<file path="config.mk">
export PLATFORM = sky130hd
export DESIGN_NAME = clk_pwr_ctrl
export DESIGN_NICKNAME = d
export VERILOG_FILES = /design/src/hdl/clk_pwr_pkg.sv /design/src/hdl/pll_if.sv /design/src/hdl/clk_pwr_ctrl.sv /design/src/hdl/pll_core.sv
export SDC_FILE = /design/constraint.sdc
export NUM_CORES = 1
export LEC_CHECK = 0
export ABC_AREA = 1
export BUFFER_PORTS_ARGS = -buffer_cell sky130_fd_sc_hd__buf_4
export CORE_MARGIN = 5
export CORE_UTILIZATION = 65
export CTS_CLUSTER_DIAMETER = 30
export DETAILED_ROUTE_END_ITERATION = 10
export PLACE_DENSITY = 0.83
export SKIP_LAST_GASP = 1
export SLEW_MARGIN = 20
export SYNTH_ARGS = -nofsm -noshare
export SYNTH_HDL_FRONTEND = slang
export SYNTH_SLANG_ARGS = --single-unit
</file>
<file path="constraint.sdc">
create_clock -name clk_i -period 4.6 [get_ports clk_i]
set_input_delay 1.15 -clock clk_i [delete_from_list [all_inputs] [get_ports clk_i]]
set_output_delay 1.15 -clock clk_i [all_outputs]
set_load 0.02 [all_outputs]
</file>
<file path="src/hdl/clk_pwr_pkg.sv">
// constants, field layouts and types of the clock and power mode control
package clk_pwr_pkg;
  // ---------------------------------------------------------------
  // timing
  // ---------------------------------------------------------------
  localparam int unsigned CLK_MHZ = 100;
  localparam int unsigned PLL_LOCK_US = 100;
  localparam int unsigned PLL_LOCK_CYC = PLL_LOCK_US * CLK_MHZ;
  localparam int unsigned LOCK_W = 24;
  // ---------------------------------------------------------------
  // sizes
  // ---------------------------------------------------------------
  localparam int unsigned NPLL = 3;
  localparam int unsigned NOSC = 4;
  localparam int unsigned NPERIPH = 32;
  localparam int unsigned NWAKE = 8;
  localparam int unsigned NSYNC = NOSC + NWAKE + 1;
  localparam int unsigned ADDR_W = 8;
  localparam int unsigned MULT_W = 5;
  localparam int unsigned DIV_W = 2;
  localparam int unsigned ACC_W = 7;
  localparam int unsigned RTC_DIV_W = 15;
  localparam int unsigned RTC_1K_BIT = 4;
  localparam int unsigned RTC_1HZ_BIT = 14;
  // ---------------------------------------------------------------
  // register offsets
  // ---------------------------------------------------------------
  localparam logic [ADDR_W-1:0] OFS_MAIN_SEL = 8'h00;
  localparam logic [ADDR_W-1:0] OFS_OSC_CTRL = 8'h04;
  localparam logic [ADDR_W-1:0] OFS_PLL0 = 8'h08;
  localparam logic [ADDR_W-1:0] OFS_PLL1 = 8'h0c;
  localparam logic [ADDR_W-1:0] OFS_PLL2 = 8'h10;
  localparam logic [ADDR_W-1:0] OFS_PERIPH_GATE = 8'h14;
  localparam logic [ADDR_W-1:0] OFS_OBS_SEL = 8'h18;
  localparam logic [ADDR_W-1:0] OFS_PWR_MODE = 8'h1c;
  localparam logic [ADDR_W-1:0] OFS_WAKE_EN = 8'h20;
  // ---------------------------------------------------------------
  // fields and encodings
  // ---------------------------------------------------------------
  localparam logic [2:0] SRC_IRC = 3'h0;
  localparam logic [2:0] SRC_PLL = 3'h4;
  localparam int unsigned OSC_IRC = 0;
  localparam int unsigned OSC_SYS = 1;
  localparam int unsigned OSC_WD = 2;
  localparam int unsigned OSC_RTC = 3;
  localparam int unsigned CTL_SYS_EN = 0;
  localparam int unsigned CTL_WD_EN = 1;
  localparam int unsigned CTL_WDT_SEL = 2;
  localparam int unsigned CTL_WD_KEEP = 3;
  localparam int unsigned CTL_BOD_EN = 4;
  localparam int unsigned CTL_W = 5;
  localparam int unsigned PLL_EN_BIT = 0;
  localparam int unsigned PLL_M_LSB = 1;
  localparam int unsigned PLL_P_LSB = 6;
  localparam int unsigned PLL_REF_BIT = 8;
  localparam int unsigned PLL_LOCK_BIT = 9;
  localparam int unsigned PLL_CFG_W = 9;
  localparam int unsigned PLL_MAIN = 0;
  localparam int unsigned PLL_USB = 1;
  localparam int unsigned PLL_ASYNC = 2;
  localparam logic [NPERIPH-1:0] GATE_RST = 32'h0000_0000;
  localparam logic [CTL_W-1:0] CTL_RST = 5'h00;
  localparam logic [1:0] RESP_OKAY = 2'h0;
  localparam logic [1:0] RESP_SLVERR = 2'h2;
  typedef enum logic [1:0] {PM_ACTIVE, PM_SLEEP, PM_DEEP, PM_PDOWN}
    pwr_mode_e;
endpackage

</file>
<file path="src/hdl/pll_if.sv">
// control and result signals between the controller and one pll
`timescale 1ns/100ps
interface pll_if;
  logic enable;
  logic [4:0] mult_m1;
  logic [1:0] div_sel;
  logic ref_lvl;
  logic clk_out;
  logic locked;
  modport ctrl(output enable, mult_m1, div_sel, ref_lvl,
               input clk_out, locked);
  modport core(input enable, mult_m1, div_sel, ref_lvl,
               output clk_out, locked);
endinterface
</file>
<file path="src/hdl/clk_pwr_ctrl.sv">
// clock source selection, pll control, gating and power mode control
//
// Design decisions made here: the placing of the registers and the AXI4-Lite register port.
`timescale 1ns/100ps
module clk_pwr_ctrl
  import clk_pwr_pkg::*;
#(
  parameter int unsigned LOCK_CYC = PLL_LOCK_CYC
) (
  // clock and reset
  input logic clk_i,
  input logic arst_n_i,
  // axi4-lite register slave
  input logic [ADDR_W-1:0] awaddr_i,
  input logic awvalid_i,
  output logic awready_o,
  input logic [31:0] wdata_i,
  input logic [3:0] wstrb_i,
  input logic wvalid_i,
  output logic wready_o,
  output logic [1:0] bresp_o,
  output logic bvalid_o,
  input logic bready_i,
  input logic [ADDR_W-1:0] araddr_i,
  input logic arvalid_i,
  output logic arready_o,
  output logic [31:0] rdata_o,
  output logic [1:0] rresp_o,
  output logic rvalid_o,
  input logic rready_i,
  // oscillator levels: rc, crystal, watchdog, rtc
  input logic [NOSC-1:0] osc_lvl_i,
  // wake requests and pending interrupt
  input logic [NWAKE-1:0] wake_i,
  input logic irq_i,
  // oscillator and analog control
  output logic irc_en_o,
  output logic sysosc_en_o,
  output logic wdosc_en_o,
  output logic brownout_detector_en_o,
  output logic analog_pd_o,
  output logic flash_standby_o,
  output logic flash_pd_o,
  // clocks
  output logic main_clk_o,
  output logic core_clk_o,
  output logic [NPERIPH-1:0] periph_clk_o,
  output logic wdt_clk_o,
  output logic usb_clk_o,
  output logic async_clk_o,
  output logic clock_observe_pin_o,
  output logic rtc_1hz_o,
  output logic rtc_1khz_o,
  // power state
  output logic [1:0] pwr_mode_o,
  output logic core_halt_o
);
  // ---------------------------------------------------------------
  // input synchronisers
  // ---------------------------------------------------------------
  logic [NSYNC-1:0] async_in;
  logic [NSYNC-1:0] sync1_q;
  logic [NSYNC-1:0] sync2_q;
  logic [NOSC-1:0] osc_s;
  logic [NWAKE-1:0] wake_s;
  logic irq_s;

  assign async_in = {irq_i, wake_i, osc_lvl_i};
  for (genvar k = 0; k < NSYNC; k++) begin : g_sync
    always_ff @(posedge clk_i or negedge arst_n_i) begin
      if (!arst_n_i) begin
        sync1_q[k] <= 1'b0;
        sync2_q[k] <= 1'b0;
      end else begin
        sync1_q[k] <= async_in[k];
        sync2_q[k] <= sync1_q[k];
      end
    end
  end
  assign osc_s = sync2_q[NOSC-1:0];
  assign wake_s = sync2_q[NOSC+NWAKE-1:NOSC];
  assign irq_s = sync2_q[NSYNC-1];

  // ---------------------------------------------------------------
  // axi4-lite slave
  // ---------------------------------------------------------------
  logic aw_rdy_q, w_rdy_q, aw_got_q, w_got_q, bvalid_q, ar_rdy_q;
  logic rvalid_q;
  logic [1:0] bresp_q, rresp_q;
  logic [31:0] rdata_q, rd_data, wmask, wr_data;
  logic [31:0] w_data_q;
  logic [3:0] w_strb_q;
  logic [ADDR_W-1:0] aw_addr_q;
  logic wr_en, wr_hit, rd_hit;

  assign wr_en = aw_got_q && w_got_q && !bvalid_q;
  always_comb begin
    for (int b = 0; b < 4; b++) begin
      wmask[b*8 +: 8] = {8{w_strb_q[b]}};
    end
  end

  always_ff @(posedge clk_i or negedge arst_n_i) begin
    if (!arst_n_i) begin
      aw_rdy_q <= 1'b0;
      aw_got_q <= 1'b0;
      aw_addr_q <= '0;
    end else if (awvalid_i && aw_rdy_q) begin
      aw_rdy_q <= 1'b0;
      aw_got_q <= 1'b1;
      aw_addr_q <= awaddr_i;
    end else if (wr_en) begin
      aw_got_q <= 1'b0;
    end else if (!aw_got_q && !bvalid_q) begin
      aw_rdy_q <= 1'b1;
    end
  end

  always_ff @(posedge clk_i or negedge arst_n_i) begin
    if (!arst_n_i) begin
      w_rdy_q <= 1'b0;
      w_got_q <= 1'b0;
      w_data_q <= '0;
      w_strb_q <= '0;
    end else if (wvalid_i && w_rdy_q) begin
      w_rdy_q <= 1'b0;
      w_got_q <= 1'b1;
      w_data_q <= wdata_i;
      w_strb_q <= wstrb_i;
    end else if (wr_en) begin
      w_got_q <= 1'b0;
    end else if (!w_got_q && !bvalid_q) begin
      w_rdy_q <= 1'b1;
    end
  end

  always_ff @(posedge clk_i or negedge arst_n_i) begin
    if (!arst_n_i) begin
      bvalid_q <= 1'b0;
      bresp_q <= RESP_OKAY;
    end else if (wr_en) begin
      bvalid_q <= 1'b1;
      bresp_q <= wr_hit ? RESP_OKAY : RESP_SLVERR;
    end else if (bready_i) begin
      bvalid_q <= 1'b0;
    end
  end

  always_ff @(posedge clk_i or negedge arst_n_i) begin
    if (!arst_n_i) begin
      ar_rdy_q <= 1'b0;
      rvalid_q <= 1'b0;
      rdata_q <= '0;
      rresp_q <= RESP_OKAY;
    end else if (arvalid_i && ar_rdy_q) begin
      ar_rdy_q <= 1'b0;
      rvalid_q <= 1'b1;
      rdata_q <= rd_data;
      rresp_q <= rd_hit ? RESP_OKAY : RESP_SLVERR;
    end else if (rvalid_q && rready_i) begin
      rvalid_q <= 1'b0;
    end else if (!rvalid_q) begin
      ar_rdy_q <= 1'b1;
    end
  end

  // ---------------------------------------------------------------
  // control registers
  // ---------------------------------------------------------------
  logic [2:0] main_sel_q, obs_sel_q;
  logic [CTL_W-1:0] ctl_q;
  logic [PLL_CFG_W-1:0] pll_cfg_q [NPLL];
  logic [NPERIPH-1:0] gate_q;
  logic [NWAKE-1:0] wake_en_q;
  logic [ADDR_W-1:0] pll_ofs [NPLL];
  pwr_mode_e pm_q;
  logic [NPLL-1:0] pll_out, pll_lock;

  assign pll_ofs[0] = OFS_PLL0;
  assign pll_ofs[1] = OFS_PLL1;
  assign pll_ofs[2] = OFS_PLL2;

  function automatic logic [31:0] wdata_or_old(logic [ADDR_W-1:0] a);
    logic [31:0] v;
    v = '0;
    case (a)
      OFS_MAIN_SEL: v[2:0] = main_sel_q;
      OFS_OSC_CTRL: v[CTL_W-1:0] = ctl_q;
      OFS_PLL0: v[PLL_CFG_W-1:0] = pll_cfg_q[0];
      OFS_PLL1: v[PLL_CFG_W-1:0] = pll_cfg_q[1];
      OFS_PLL2: v[PLL_CFG_W-1:0] = pll_cfg_q[2];
      OFS_PERIPH_GATE: v = gate_q;
      OFS_OBS_SEL: v[2:0] = obs_sel_q;
      OFS_PWR_MODE: v[1:0] = pm_q;
      OFS_WAKE_EN: v[NWAKE-1:0] = wake_en_q;
      default: v = '0;
    endcase
    return v;
  endfunction

  assign wr_data = (wdata_or_old(aw_addr_q) & ~wmask) | (w_data_q & wmask);

  always_comb begin
    rd_data = wdata_or_old(araddr_i);
    for (int i = 0; i < NPLL; i++) begin
      if (araddr_i == pll_ofs[i]) begin
        rd_data[PLL_LOCK_BIT] = pll_lock[i];
      end
    end
    rd_hit = araddr_i <= OFS_WAKE_EN && araddr_i[1:0] == 2'h0;
    wr_hit = aw_addr_q <= OFS_WAKE_EN && aw_addr_q[1:0] == 2'h0;
  end

  always_ff @(posedge clk_i or negedge arst_n_i) begin
    if (!arst_n_i) begin
      main_sel_q <= SRC_IRC;
      ctl_q <= CTL_RST;
      obs_sel_q <= SRC_IRC;
      gate_q <= GATE_RST;
      wake_en_q <= '0;
    end else if (wr_en) begin
      case (aw_addr_q)
        OFS_MAIN_SEL: main_sel_q <= wr_data[2:0];
        OFS_OSC_CTRL: ctl_q <= wr_data[CTL_W-1:0];
        OFS_PERIPH_GATE: gate_q <= wr_data;
        OFS_OBS_SEL: obs_sel_q <= wr_data[2:0];
        OFS_WAKE_EN: wake_en_q <= wr_data[NWAKE-1:0];
        default: ;
      endcase
    end
  end

  // ---------------------------------------------------------------
  // power mode sequencer
  // ---------------------------------------------------------------
  logic running, deep, pdown, wake_hit;

  assign wake_hit = |(wake_s & wake_en_q);
  always_ff @(posedge clk_i or negedge arst_n_i) begin
    if (!arst_n_i) begin
      pm_q <= PM_ACTIVE;
    end else begin
      case (pm_q)
        PM_ACTIVE: begin
          if (wr_en && aw_addr_q == OFS_PWR_MODE) begin
            pm_q <= pwr_mode_e'(wr_data[1:0]);
          end
        end
        PM_SLEEP: begin
          if (irq_s || wake_hit) begin
            pm_q <= PM_ACTIVE;
          end
        end
        PM_DEEP, PM_PDOWN: begin
          if (wake_hit) begin
            pm_q <= PM_ACTIVE;
          end
        end
        default: pm_q <= PM_ACTIVE;
      endcase
    end
  end
  assign running = pm_q == PM_ACTIVE || pm_q == PM_SLEEP;
  assign deep = pm_q == PM_DEEP;
  assign pdown = pm_q == PM_PDOWN;

  // ---------------------------------------------------------------
  // plls: main, usb, async
  // ---------------------------------------------------------------
  for (genvar i = 0; i < NPLL; i++) begin : g_pll
    pll_if pif();
    always_ff @(posedge clk_i or negedge arst_n_i) begin
      if (!arst_n_i) begin
        pll_cfg_q[i] <= '0;
      end else if (wr_en && aw_addr_q == pll_ofs[i]) begin
        pll_cfg_q[i] <= wr_data[PLL_CFG_W-1:0];
      end
    end
    // deep sleep and power-down stop every pll; sleep keeps them running
    assign pif.enable = pll_cfg_q[i][PLL_EN_BIT] && running;
    assign pif.mult_m1 = pll_cfg_q[i][PLL_M_LSB +: MULT_W];
    assign pif.div_sel = pll_cfg_q[i][PLL_P_LSB +: DIV_W];
    assign pif.ref_lvl = pll_cfg_q[i][PLL_REF_BIT] ? osc_s[OSC_SYS]
                                                   : osc_s[OSC_IRC];
    assign pll_out[i] = pif.clk_out;
    assign pll_lock[i] = pif.locked;
    pll_core #(.LOCK_CYC(LOCK_CYC)) u_pll (
      .clk_i(clk_i),
      .arst_n_i(arst_n_i),
      .bus(pif.core)
    );
  end

  // ---------------------------------------------------------------
  // clock selection and gating
  // ---------------------------------------------------------------
  // codes 0-3 pick an oscillator, 4-6 a pll and 7 the main clock
  logic [7:0] obs_vec;
  logic [4:0] main_vec;
  logic main_lvl, wdt_sel_wd, wd_on;
  logic [RTC_DIV_W-1:0] rtc_cnt_q;
  logic rtc_q;

  assign obs_vec = {main_lvl, pll_out, osc_s};
  // separate vector keeps main_lvl out of its own fan-in
  assign main_vec = {pll_out[PLL_MAIN], osc_s};
  // unused codes fall back to the rc oscillator
  assign main_lvl = main_sel_q <= SRC_PLL ? main_vec[main_sel_q]
                                          : osc_s[OSC_IRC];
  assign wdt_sel_wd = ctl_q[CTL_WDT_SEL];
  assign wd_on = ctl_q[CTL_WD_EN] && (running
                 || (deep && ctl_q[CTL_WD_KEEP]) || (pdown && wdt_sel_wd));

  always_ff @(posedge clk_i or negedge arst_n_i) begin
    if (!arst_n_i) begin
      main_clk_o <= 1'b0;
      core_clk_o <= 1'b0;
      periph_clk_o <= '0;
      usb_clk_o <= 1'b0;
      async_clk_o <= 1'b0;
      clock_observe_pin_o <= 1'b0;
    end else begin
      main_clk_o <= main_lvl && running;
      core_clk_o <= main_lvl && pm_q == PM_ACTIVE;
      periph_clk_o <= gate_q & {NPERIPH{main_lvl && running}};
      usb_clk_o <= pll_out[PLL_USB] && running;
      async_clk_o <= pll_out[PLL_ASYNC] && running;
      clock_observe_pin_o <= obs_vec[obs_sel_q];
    end
  end

  // rc keeps running in deep sleep but reaches only the watchdog and the observe pin
  always_ff @(posedge clk_i or negedge arst_n_i) begin
    if (!arst_n_i) begin
      wdt_clk_o <= 1'b0;
      irc_en_o <= 1'b1;
      sysosc_en_o <= 1'b0;
      wdosc_en_o <= 1'b0;
      brownout_detector_en_o <= 1'b0;
      analog_pd_o <= 1'b0;
      flash_standby_o <= 1'b0;
      flash_pd_o <= 1'b0;
    end else begin
      wdt_clk_o <= wdt_sel_wd ? (osc_s[OSC_WD] && wd_on)
                              : (osc_s[OSC_IRC] && !pdown);
      irc_en_o <= !pdown;
      sysosc_en_o <= ctl_q[CTL_SYS_EN] && running;
      wdosc_en_o <= wd_on;
      brownout_detector_en_o <= ctl_q[CTL_BOD_EN];
      analog_pd_o <= !running;
      flash_standby_o <= deep;
      flash_pd_o <= pdown;
    end
  end

  // rtc divider: 32768 / 32 and 32768 / 32768
  always_ff @(posedge clk_i or negedge arst_n_i) begin
    if (!arst_n_i) begin
      rtc_q <= 1'b0;
      rtc_cnt_q <= '0;
      rtc_1khz_o <= 1'b0;
      rtc_1hz_o <= 1'b0;
      pwr_mode_o <= 2'h0;
      core_halt_o <= 1'b0;
    end else begin
      rtc_q <= osc_s[OSC_RTC];
      if (osc_s[OSC_RTC] && !rtc_q) begin
        rtc_cnt_q <= rtc_cnt_q + 15'h0001;
      end
      rtc_1khz_o <= rtc_cnt_q[RTC_1K_BIT];
      rtc_1hz_o <= rtc_cnt_q[RTC_1HZ_BIT];
      pwr_mode_o <= pm_q;
      core_halt_o <= pm_q != PM_ACTIVE;
    end
  end

  assign awready_o = aw_rdy_q;
  assign wready_o = w_rdy_q;
  assign bvalid_o = bvalid_q;
  assign bresp_o = bresp_q;
  assign arready_o = ar_rdy_q;
  assign rvalid_o = rvalid_q;
  assign rdata_o = rdata_q;
  assign rresp_o = rresp_q;

  // ---------------------------------------------------------------
  // checks
  // ---------------------------------------------------------------
  main_hold_a: assert property (@(posedge clk_i) disable iff (!arst_n_i)
    main_sel_q != $past(main_sel_q) |->
      $past(wr_en && aw_addr_q == OFS_MAIN_SEL))
    else $error("main source changed without a write");
  sleep_core_a: assert property (@(posedge clk_i) disable iff (!arst_n_i)
    pm_q == PM_SLEEP ##1 pm_q == PM_SLEEP |->
      !core_clk_o && main_clk_o == $past(main_lvl))
    else $error("sleep clock gating wrong");
  deep_off_a: assert property (@(posedge clk_i) disable iff (!arst_n_i)
    deep |=> !sysosc_en_o && periph_clk_o == '0 && analog_pd_o
             && flash_standby_o && irc_en_o)
    else $error("deep sleep leaves a source running");
  pdown_off_a: assert property (@(posedge clk_i) disable iff (!arst_n_i)
    pdown |=> !irc_en_o && flash_pd_o && wdosc_en_o == $past(
      ctl_q[CTL_WD_EN] && wdt_sel_wd))
    else $error("power-down leaves a source running");
  wake_exit_a: assert property (@(posedge clk_i) disable iff (!arst_n_i)
    !running && wake_hit |=> pm_q == PM_ACTIVE ##1 !analog_pd_o)
    else $error("enabled wake did not leave low power");
  sleep_irq_a: assert property (@(posedge clk_i) disable iff (!arst_n_i)
    pm_q == PM_SLEEP && irq_s |=> pm_q == PM_ACTIVE ##1 !core_halt_o)
    else $error("interrupt did not end sleep");
  gate_off_a: assert property (@(posedge clk_i) disable iff (!arst_n_i)
    !gate_q[0] |=> !periph_clk_o[0])
    else $error("gated peripheral clock still runs");
  resp_hold_a: assert property (@(posedge clk_i) disable iff (!arst_n_i)
    bvalid_q && !bready_i |=> bvalid_q && $stable(bresp_q))
    else $error("write response dropped early");
endmodule

</file>
<file path="src/hdl/pll_core.sv">
// behavioural multiply and post-divide pll with lock timer and bypass
`timescale 1ns/100ps
module pll_core
  import clk_pwr_pkg::*;
#(
  parameter int unsigned LOCK_CYC = PLL_LOCK_CYC
) (
  // clock and reset
  input logic clk_i,
  input logic arst_n_i,
  // controller side
  pll_if.core bus
);
  logic ref_q;
  logic out_q;
  logic lock_q;
  logic [LOCK_W-1:0] cnt_q;
  logic [MULT_W+DIV_W-1:0] cfg_q;
  logic [ACC_W-1:0] acc_q;
  logic [ACC_W-1:0] half;
  logic [ACC_W-1:0] sum;
  logic [ACC_W-1:0] rest;
  logic ref_rise;
  logic cfg_chg;

  // ---------------------------------------------------------------
  // ratio arithmetic
  // ---------------------------------------------------------------
  // field is m-1, so every code is a legal multiplier
  assign sum = acc_q + {2'h0, bus.mult_m1} + 7'h01;
  // half the post divide ratio: 1,2,4,8 for /2,/4,/8,/16
  assign half = 7'h01 << bus.div_sel;
  assign rest = sum - half;
  assign ref_rise = bus.ref_lvl & ~ref_q;
  assign cfg_chg = cfg_q != {bus.mult_m1, bus.div_sel};

  always_ff @(posedge clk_i or negedge arst_n_i) begin
    if (!arst_n_i) begin
      ref_q <= 1'b0;
      cfg_q <= '0;
    end else begin
      ref_q <= bus.ref_lvl;
      cfg_q <= {bus.mult_m1, bus.div_sel};
    end
  end

  // ---------------------------------------------------------------
  // lock timer
  // ---------------------------------------------------------------
  // a new ratio restarts the settling time
  always_ff @(posedge clk_i or negedge arst_n_i) begin
    if (!arst_n_i) begin
      cnt_q <= '0;
      lock_q <= 1'b0;
    end else if (!bus.enable || cfg_chg) begin
      cnt_q <= '0;
      lock_q <= 1'b0;
    end else if (cnt_q == LOCK_W'(LOCK_CYC - 1)) begin
      lock_q <= 1'b1;
    end else begin
      cnt_q <= cnt_q + 24'h000001;
    end
  end

  // ---------------------------------------------------------------
  // output
  // ---------------------------------------------------------------
  // toggling keeps 50 % duty; at most one toggle per reference edge,
  // so high ratios saturate at half the reference rate
  always_ff @(posedge clk_i or negedge arst_n_i) begin
    if (!arst_n_i) begin
      out_q <= 1'b0;
      acc_q <= '0;
    end else if (!bus.enable) begin
      out_q <= bus.ref_lvl;
      acc_q <= '0;
    end else if (!lock_q) begin
      out_q <= 1'b0;
      acc_q <= '0;
    end else if (ref_rise && sum >= half) begin
      out_q <= ~out_q;
      acc_q <= (rest >= half) ? '0 : rest;
    end else if (ref_rise) begin
      acc_q <= sum;
    end
  end

  assign bus.clk_out = out_q;
  assign bus.locked = lock_q;

  bypass_path_a: assert property (@(posedge clk_i) disable iff (!arst_n_i)
    !bus.enable |=> !lock_q && out_q == $past(bus.ref_lvl))
    else $error("disabled pll is not bypassed");
  lock_wait_a: assert property (@(posedge clk_i) disable iff (!arst_n_i)
    $rose(bus.enable) |-> !lock_q [*8])
    else $error("pll locked too early");
  lock_count_a: assert property (@(posedge clk_i) disable iff (!arst_n_i)
    $rose(lock_q) |-> $past(cnt_q) == LOCK_W'(LOCK_CYC - 1))
    else $error("lock flag set before settling time");
endmodule

</file>
-- Word-level counts from Yosys, hierarchy flattened
Cells that the tools add are included.
- equal/unequal tests: 41
- mux-type cells: 82
- bitwise gates (word level): 15
- reduce and logical (&&, ||, !) cells: 73
- order comparisons: 11
- shift operators: 3
- $add $sub $neg: 13
- operators by type and width (cell ; count):
    $mux W24 ; 6
    $mux W7 ; 15
    $and A32 B32 Y32 ; 3
    $add A24 B1 Y24 const B ; 3
    $eq A24 B14 Y1 const B ; 3
    $eq A8 B5 Y1 const B ; 8
    $mux W23 ; 2
    $ge A7 B7 Y1 ; 6
    $mux W1 ; 41
    $pmux W2 S9 ; 2
    $eq A8 B4 Y1 const B ; 4
    $not A32 Y32 ; 1
    $or A32 B32 Y32 ; 1
    $logic_and A1 B1 Y1 ; 31
    $pmux W3 S5 ; 2
    $pmux W2 S6 ; 2
    $add A7 B1 Y7 const B ; 3
    $add A7 B5 Y7 ; 3
    $ne A7 B7 Y1 ; 3
    $shl A1 B2 Y7 const A ; 3
    $sub A7 B7 Y7 ; 3
    $reduce_bool A2 Y1 ; 10
    $eq A8 B3 Y1 const B ; 2
    $eq A8 B6 Y1 const B ; 2
    other kinds (26) ; 79
- register bits after elaboration: 382
- input port bits: 72

-- Longest topological paths before layout
- word-level depth: 8
- depth in mapped cells: 21
- mapped depth without buffers: 21

-- By module
Synthesis repeated with hierarchy kept, for this count alone.
- cell total of the unflattened synthesis: 2264
- area, all modules: 18769.3 µm²
- by module, submodules not included (module ; area each (µm²) ; sequential area each (µm²) ; instances ; cells each):
    clk_pwr_ctrl ; 10696.5 ; 6432.4 ; 1 ; 1217
    pll_core (g_pll[0].u_pll ...) ; 2685.1 ; 1026.0 ; 2 ; 348
    pll_core (g_pll[2].u_pll) ; 2702.6 ; 1026.0 ; 1 ; 351

-- Least setup slack after synthesis
OpenSTA, ideal clock, no wires.
- path kind: register to register
- start: register pll_cfg_q (netlist bit g_pll[1].pif.mult_m1[0])
- end: register g_pll[1].u_pll.acc_q[0]
- cell stages (with the launch flop): 19
- path buffers: 0
- path slack: 1.603 ns
- arrival time: 2.932 ns
- data required time: 4.535 ns
- clock period less this slack: 2.997 ns
- cell sequence: dfrtp_1 > inv_1 > ha_1 > inv_1 > fa_1 > inv_1 > fa_1 > inv_1 > ha_1 > a21boi_0 > o21ai_0 > nand2_1 > a21oi_1 > nand2_1 > nor2_1 > nand2_1 > nor2_1 > nand2_1 > nand2_1
- word-level cells in the longest chain between the ends: 8
- elaborated cells between the ends (all ways): 12
- those cells by class: add/sub: 3; order compare: 2; eq/ne: 1; mux: 5; reduce/logical: 1
- RTL lines (element ; line ; text):
    from (decl) ; clk_pwr_ctrl.sv:172 ; logic [PLL_CFG_W-1:0] pll_cfg_q [NPLL];
    from (signal, indexed assignment) ; clk_pwr_ctrl.sv:276 ; pll_cfg_q[i] <= wr_data[PLL_CFG_W-1:0];
    $add A7 B5 Y7 (*) ; pll_core.sv:30 ; assign sum = acc_q + {2'h0, bus.mult_m1} + 7'h01;
    $add A7 B1 Y7 (*) ; pll_core.sv:30 ;
    $sub A7 B7 Y7 ; pll_core.sv:33 ; assign rest = sum - half;
    $ge A7 B7 Y1 ; pll_core.sv:82 ; acc_q <= (rest >= half) ? '0 : rest;
    $mux W7 ; pll_core.sv:82 ;
    $mux W7 ; pll_core.sv:80 ; end else if (ref_rise && sum >= half) begin
    $mux W7 ; pll_core.sv:77 ; end else if (!lock_q) begin
    $mux W7 ; pll_core.sv:74 ; end else if (!bus.enable) begin
    to (signal assigned) ; pll_core.sv:82 ;
    to (signal assigned) ; pll_core.sv:84 ; acc_q <= sum;
    to (decl) ; pll_core.sv:19 ; logic [ACC_W-1:0] acc_q;
Mark *: on every way between the ends. The rest lies on a longest branch, timed or not. The select of a mux whose other input is x is not followed.
A chain may end at the register's enable or synchronous reset.

-- Worst setup path in the final report
- start: register pll_cfg_q (netlist bit g_pll[1].pif.mult_m1[0])
- end: register g_pll[1].u_pll.acc_q[2]
The elaborated chain is that of the path after synthesis.

==> key figures <==
Detailed routing
  – DR iter-0 viols: ~1,700
  – Vias per cell: around 5.9
  – DRC: 0
  – Routed Antenna Nets: 0
  – DRT Pass-1 Iters: 7
  – Post-Route WL: 52,700 um
  – Vias after detailed routing: about 16,000
  – DR WL/cell: around 19 um

Setup path
  – Cell mode on critical path: nand2_1
  – Worst Setup End Kind: flop
  – Startpoint types: flop
  – Worst Path Buf+Inv: 3
  – CP delay by family, top: adder cells
  – Reg2reg start: g_pll[1].pif.mult_m1[0]
  – FF-to-FF End: g_pll[1].u_pll.acc_q[2]
  – Max FO, Critical Path: 4
  – CP Class: flop to flop
  – R2R setup slack: roughly 1100 ps
  – CP max stage delay: ~440 ps
  – Arrival @ worst endpoint: between 4000 and 5000 ps
  – Slowest-stage cell, CP: fa_1
  – Crit path cell chain: inv_1 > ha_1 > inv_1 > fa_1 > xor2_1 > ha_1 > nand2_1 > o21ai_0 > xor2_1 > inv_1 > ha_1 > a21oi_1 > nand2_1 > nor2_1 > nand2_1 > nor2_1 > nand2_1 > nand2_1
  – Reg2Reg Depth: 18
  – Req. time, crit path: about 5000 ps

Min path
  – Worst Hold Path EP: sync2_q[7]
  – Worst Hold Class: flop to flop
  – Hold Crit Depth: 0
  – Worst hold start: sync1_q[7]

Synth
  – Post-synth top area share: 0.518
  – Total of warnings raised by yosys: 0
  – Number of synthesized flops with an enable pin: 0
  – Cell taking the most area after synthesis: dfrtp_1
  – Mapped Cells: 2,113
  – Yosys reg bits: 380
  – Post-synth cell types: between 60 and 70
  – Synth top area cells: dfrtp_1 52%, nand2_1 8.5%, inv_1 6.1%, nor2_1 4.7%, nand3_1 3.3%
  – Ys flop type: dfrtp_1
  – Mapped Avg Cell Area: ~8.7 um^2
  – Sequential area share after synthesis: 0.520
  – Synth async-reset ratio: 1.00
  – Post-Synthesis Cell Area: approximately 0.018 mm^2

Global routing
  – First-pass GRT wire length: approximately 86,000 um
  – GRT Residual Overflow: 0
  – Maximum number of pins on one net before global-route repair: roughly 110
  – Initial antenna violation count: 0
  – Vias in the first global route: approximately 17,000
  – Gr usage total: 0.339

Die
  – DIE HEIGHT: ~180 um
  – Rows: between 60 and 70
  – Core ar.: 0.0278 mm^2
  – Die Span X: ~180 um
  – Initial Util: 0.659
  – Die area: 0.0316 mm^2
  – # IOs: 163

Cells and area
  – Final nets: approximately 2,400
  – Final instance area: 0.0227 mm^2
  – Area Overhead vs Synth: 23.8%
  – Antenna diodes: 0
  – Layout cell share with drive strength beyond 1: 0.176
  – Non-Filler Instances: 2,765

Timing
  – Worst-Margin Slew: 1030 ps
  – Final hold violation count: 0
  – Relative max-transition margin: 0.308
  – Minimum clock period: between 3000 and 4000 ps
  – Slew Limit Fails: 0
  – Clk_skew: between 30 and 40 ps
  – # setup viols final: 0
  – RSZ-0062 raised after global routing: no
  – Setup TNS: 0 ps
  – Fin crit share: 0.771
  – Max Fclk: ~280 MHz

Pwr
  – Peak supply drop: roughly 500 uV
  – Pwr dens: a little under 500 mW/mm^2
  – Leakage: about 11 nW
  – Total chip power: between 10 and 15 mW

Placement
  – I/O Buffers: 160
  – DP Area: between 0.015 and 0.02 mm^2
  – Routability cong.: 1.01
  – Dpl cells: around 2,600
  – Dpl hpwl: 34,100 um

Clocking
  – Post-CTS Resized: 0
  – Total clock sinks: 380
  – Clk pin slew, worst setup/hold paths: 50 ps
  – Insertion delay to the later sink of the worst-skew pair: a little under 600 ps
  – H-Tree Level Count: 3
  – Post-CTS setup buffer count: 0
  – Hold buffers post-CTS: 0
  – Maximum clock insertion buffer count: 3
  – CTS tree: built
  – Clk root buf: clkbuf_16
  – Num CTS Buffers: 75

Flow run
  – Max cap viols: 0

Outcome
  – Run status: finished clean
[flip-flops by register name, indices dropped and copies added, names as in the netlist, 13 cells and up]
| signal | cells |
|---|---|
| g_pll.pif.mult_m1 | 15 |
| g_pll.u_pll.acc_q | 21 |
| g_pll.u_pll.cfg_q | 21 |
| g_pll.u_pll.cnt_q | 72 |
| gate_q | 32 |
| periph_clk_o | 32 |
| rdata_o | 32 |
| rtc_cnt_q | 15 |
| sync1_q | 13 |
| w_data_q | 32 |
[synthesized netlist by cell type, drive strengths merged, types with 3 or more instances]
cell / number
nand2: 427
a211oi: 7
a31oi: 6
o31ai: 24
buf: 20
nor2: 249
or2: 11
nand4: 46
clkbuf: 19
o21ai: 125
xnor2: 7
a21oi: 113
nor3: 52
nor4: 14
fa: 6
dfrtp: 379
ha: 43
o22ai: 41
mux2: 33
inv: 307
nand3b: 4
o21a: 3
nand3: 125
xor2: 28
o211ai: 3
[per-layer routing]
| metal | part of all wire | track usage | routed length, um | up-vias |
|---|---|---|---|---|
| li1 | - | - | - | 7370 |
| met1 | 0.39 | 0.431 | 20500 | 7865 |
| met2 | 0.49 | 0.573 | 26000 | 796 |
| met3 | 0.074 | 0.0671 | 3900 | 191 |
| met4 | 0.043 | 0.144 | 2250 | 0 |
| met5 | 0 | 0 | 0 | - |
[metrics by stage]
step	hold WS (ps)	utilization	setup WS, ps
after floorplan	331	-	1600
final	346	0.815	1050
after global routing	360	0.815	712
after global placement	332	0.718	1260
after CTS	346	0.815	1090
after detailed placement	335	0.718	1150
[layout make-up]
class | instances | area [um^2]
fill | 1706 | 5130
clock buffer | 88 | 2040
timing repair buffer | 175 | 1360
multi-input combinational | 1387 | 7440
tap | 378 | 473
sequential | 380 | 9510
inverter | 308 | 1160
clock inverter | 49 | 673
[worst max path at each step]
stage / startpoint / slack (ps) / cells past startpoint / end
final: g_pll[1].pif.mult_m1[0] / 1050 / 18 / g_pll[1].u_pll.acc_q[2]
after global routing: g_pll[1].pif.mult_m1[0] / 710 / 18 / g_pll[1].u_pll.acc_q[3]
after CTS: g_pll[1].pif.mult_m1[0] / 1090 / 18 / g_pll[1].u_pll.acc_q[2]
after detailed placement: g_pll[1].pif.mult_m1[0] / 1150 / 18 / g_pll[1].u_pll.acc_q[0]
after global placement: g_pll[1].pif.mult_m1[0] / 1260 / 18 / g_pll[1].u_pll.acc_q[0]
after floorplan: g_pll[1].pif.mult_m1[0] / 1600 / 18 / g_pll[1].u_pll.acc_q[0]
[power breakdown]
part	internal [mW]	switching [mW]
clock	3.93	1.88
combinational	0.481	0.941
sequential	3.68	0.234
total	8.08	3.05
[cells by family (layout without fill, tap and decap cells)]
| group | count (synthesis) | after routing | share of synthesized area |
|---|---|---|---|
| adder cells (fa/ha/maj) | 49 | 49 | 0.0360 |
| buffers and inverters | 347 | 620 | 0.0738 |
| flip-flops | 380 | 380 | 0.520 |
| XOR/XNOR | 35 | 35 | 0.0168 |
| multiplexers | 33 | 33 | 0.0203 |
| AND/OR/NAND/NOR | 933 | 933 | 0.230 |
| AO/OA/AOI/OAI | 335 | 335 | 0.103 |
| other | 1 | 2 | 0.000205 |
[layout by cell type, fill, tap and decap left out, drive strengths merged, types with 28 or more instances in the layout]
cell    instances
inv           317
nand3         125
o21ai         125
o22ai          41
nor3           52
buf           175
a21oi         113
dfrtp         379
nand2         427
clkbuf         88
ha             43
mux2           33
xor2           28
nor2          249
nand4          46
Power figures use the tool's default switching activity.
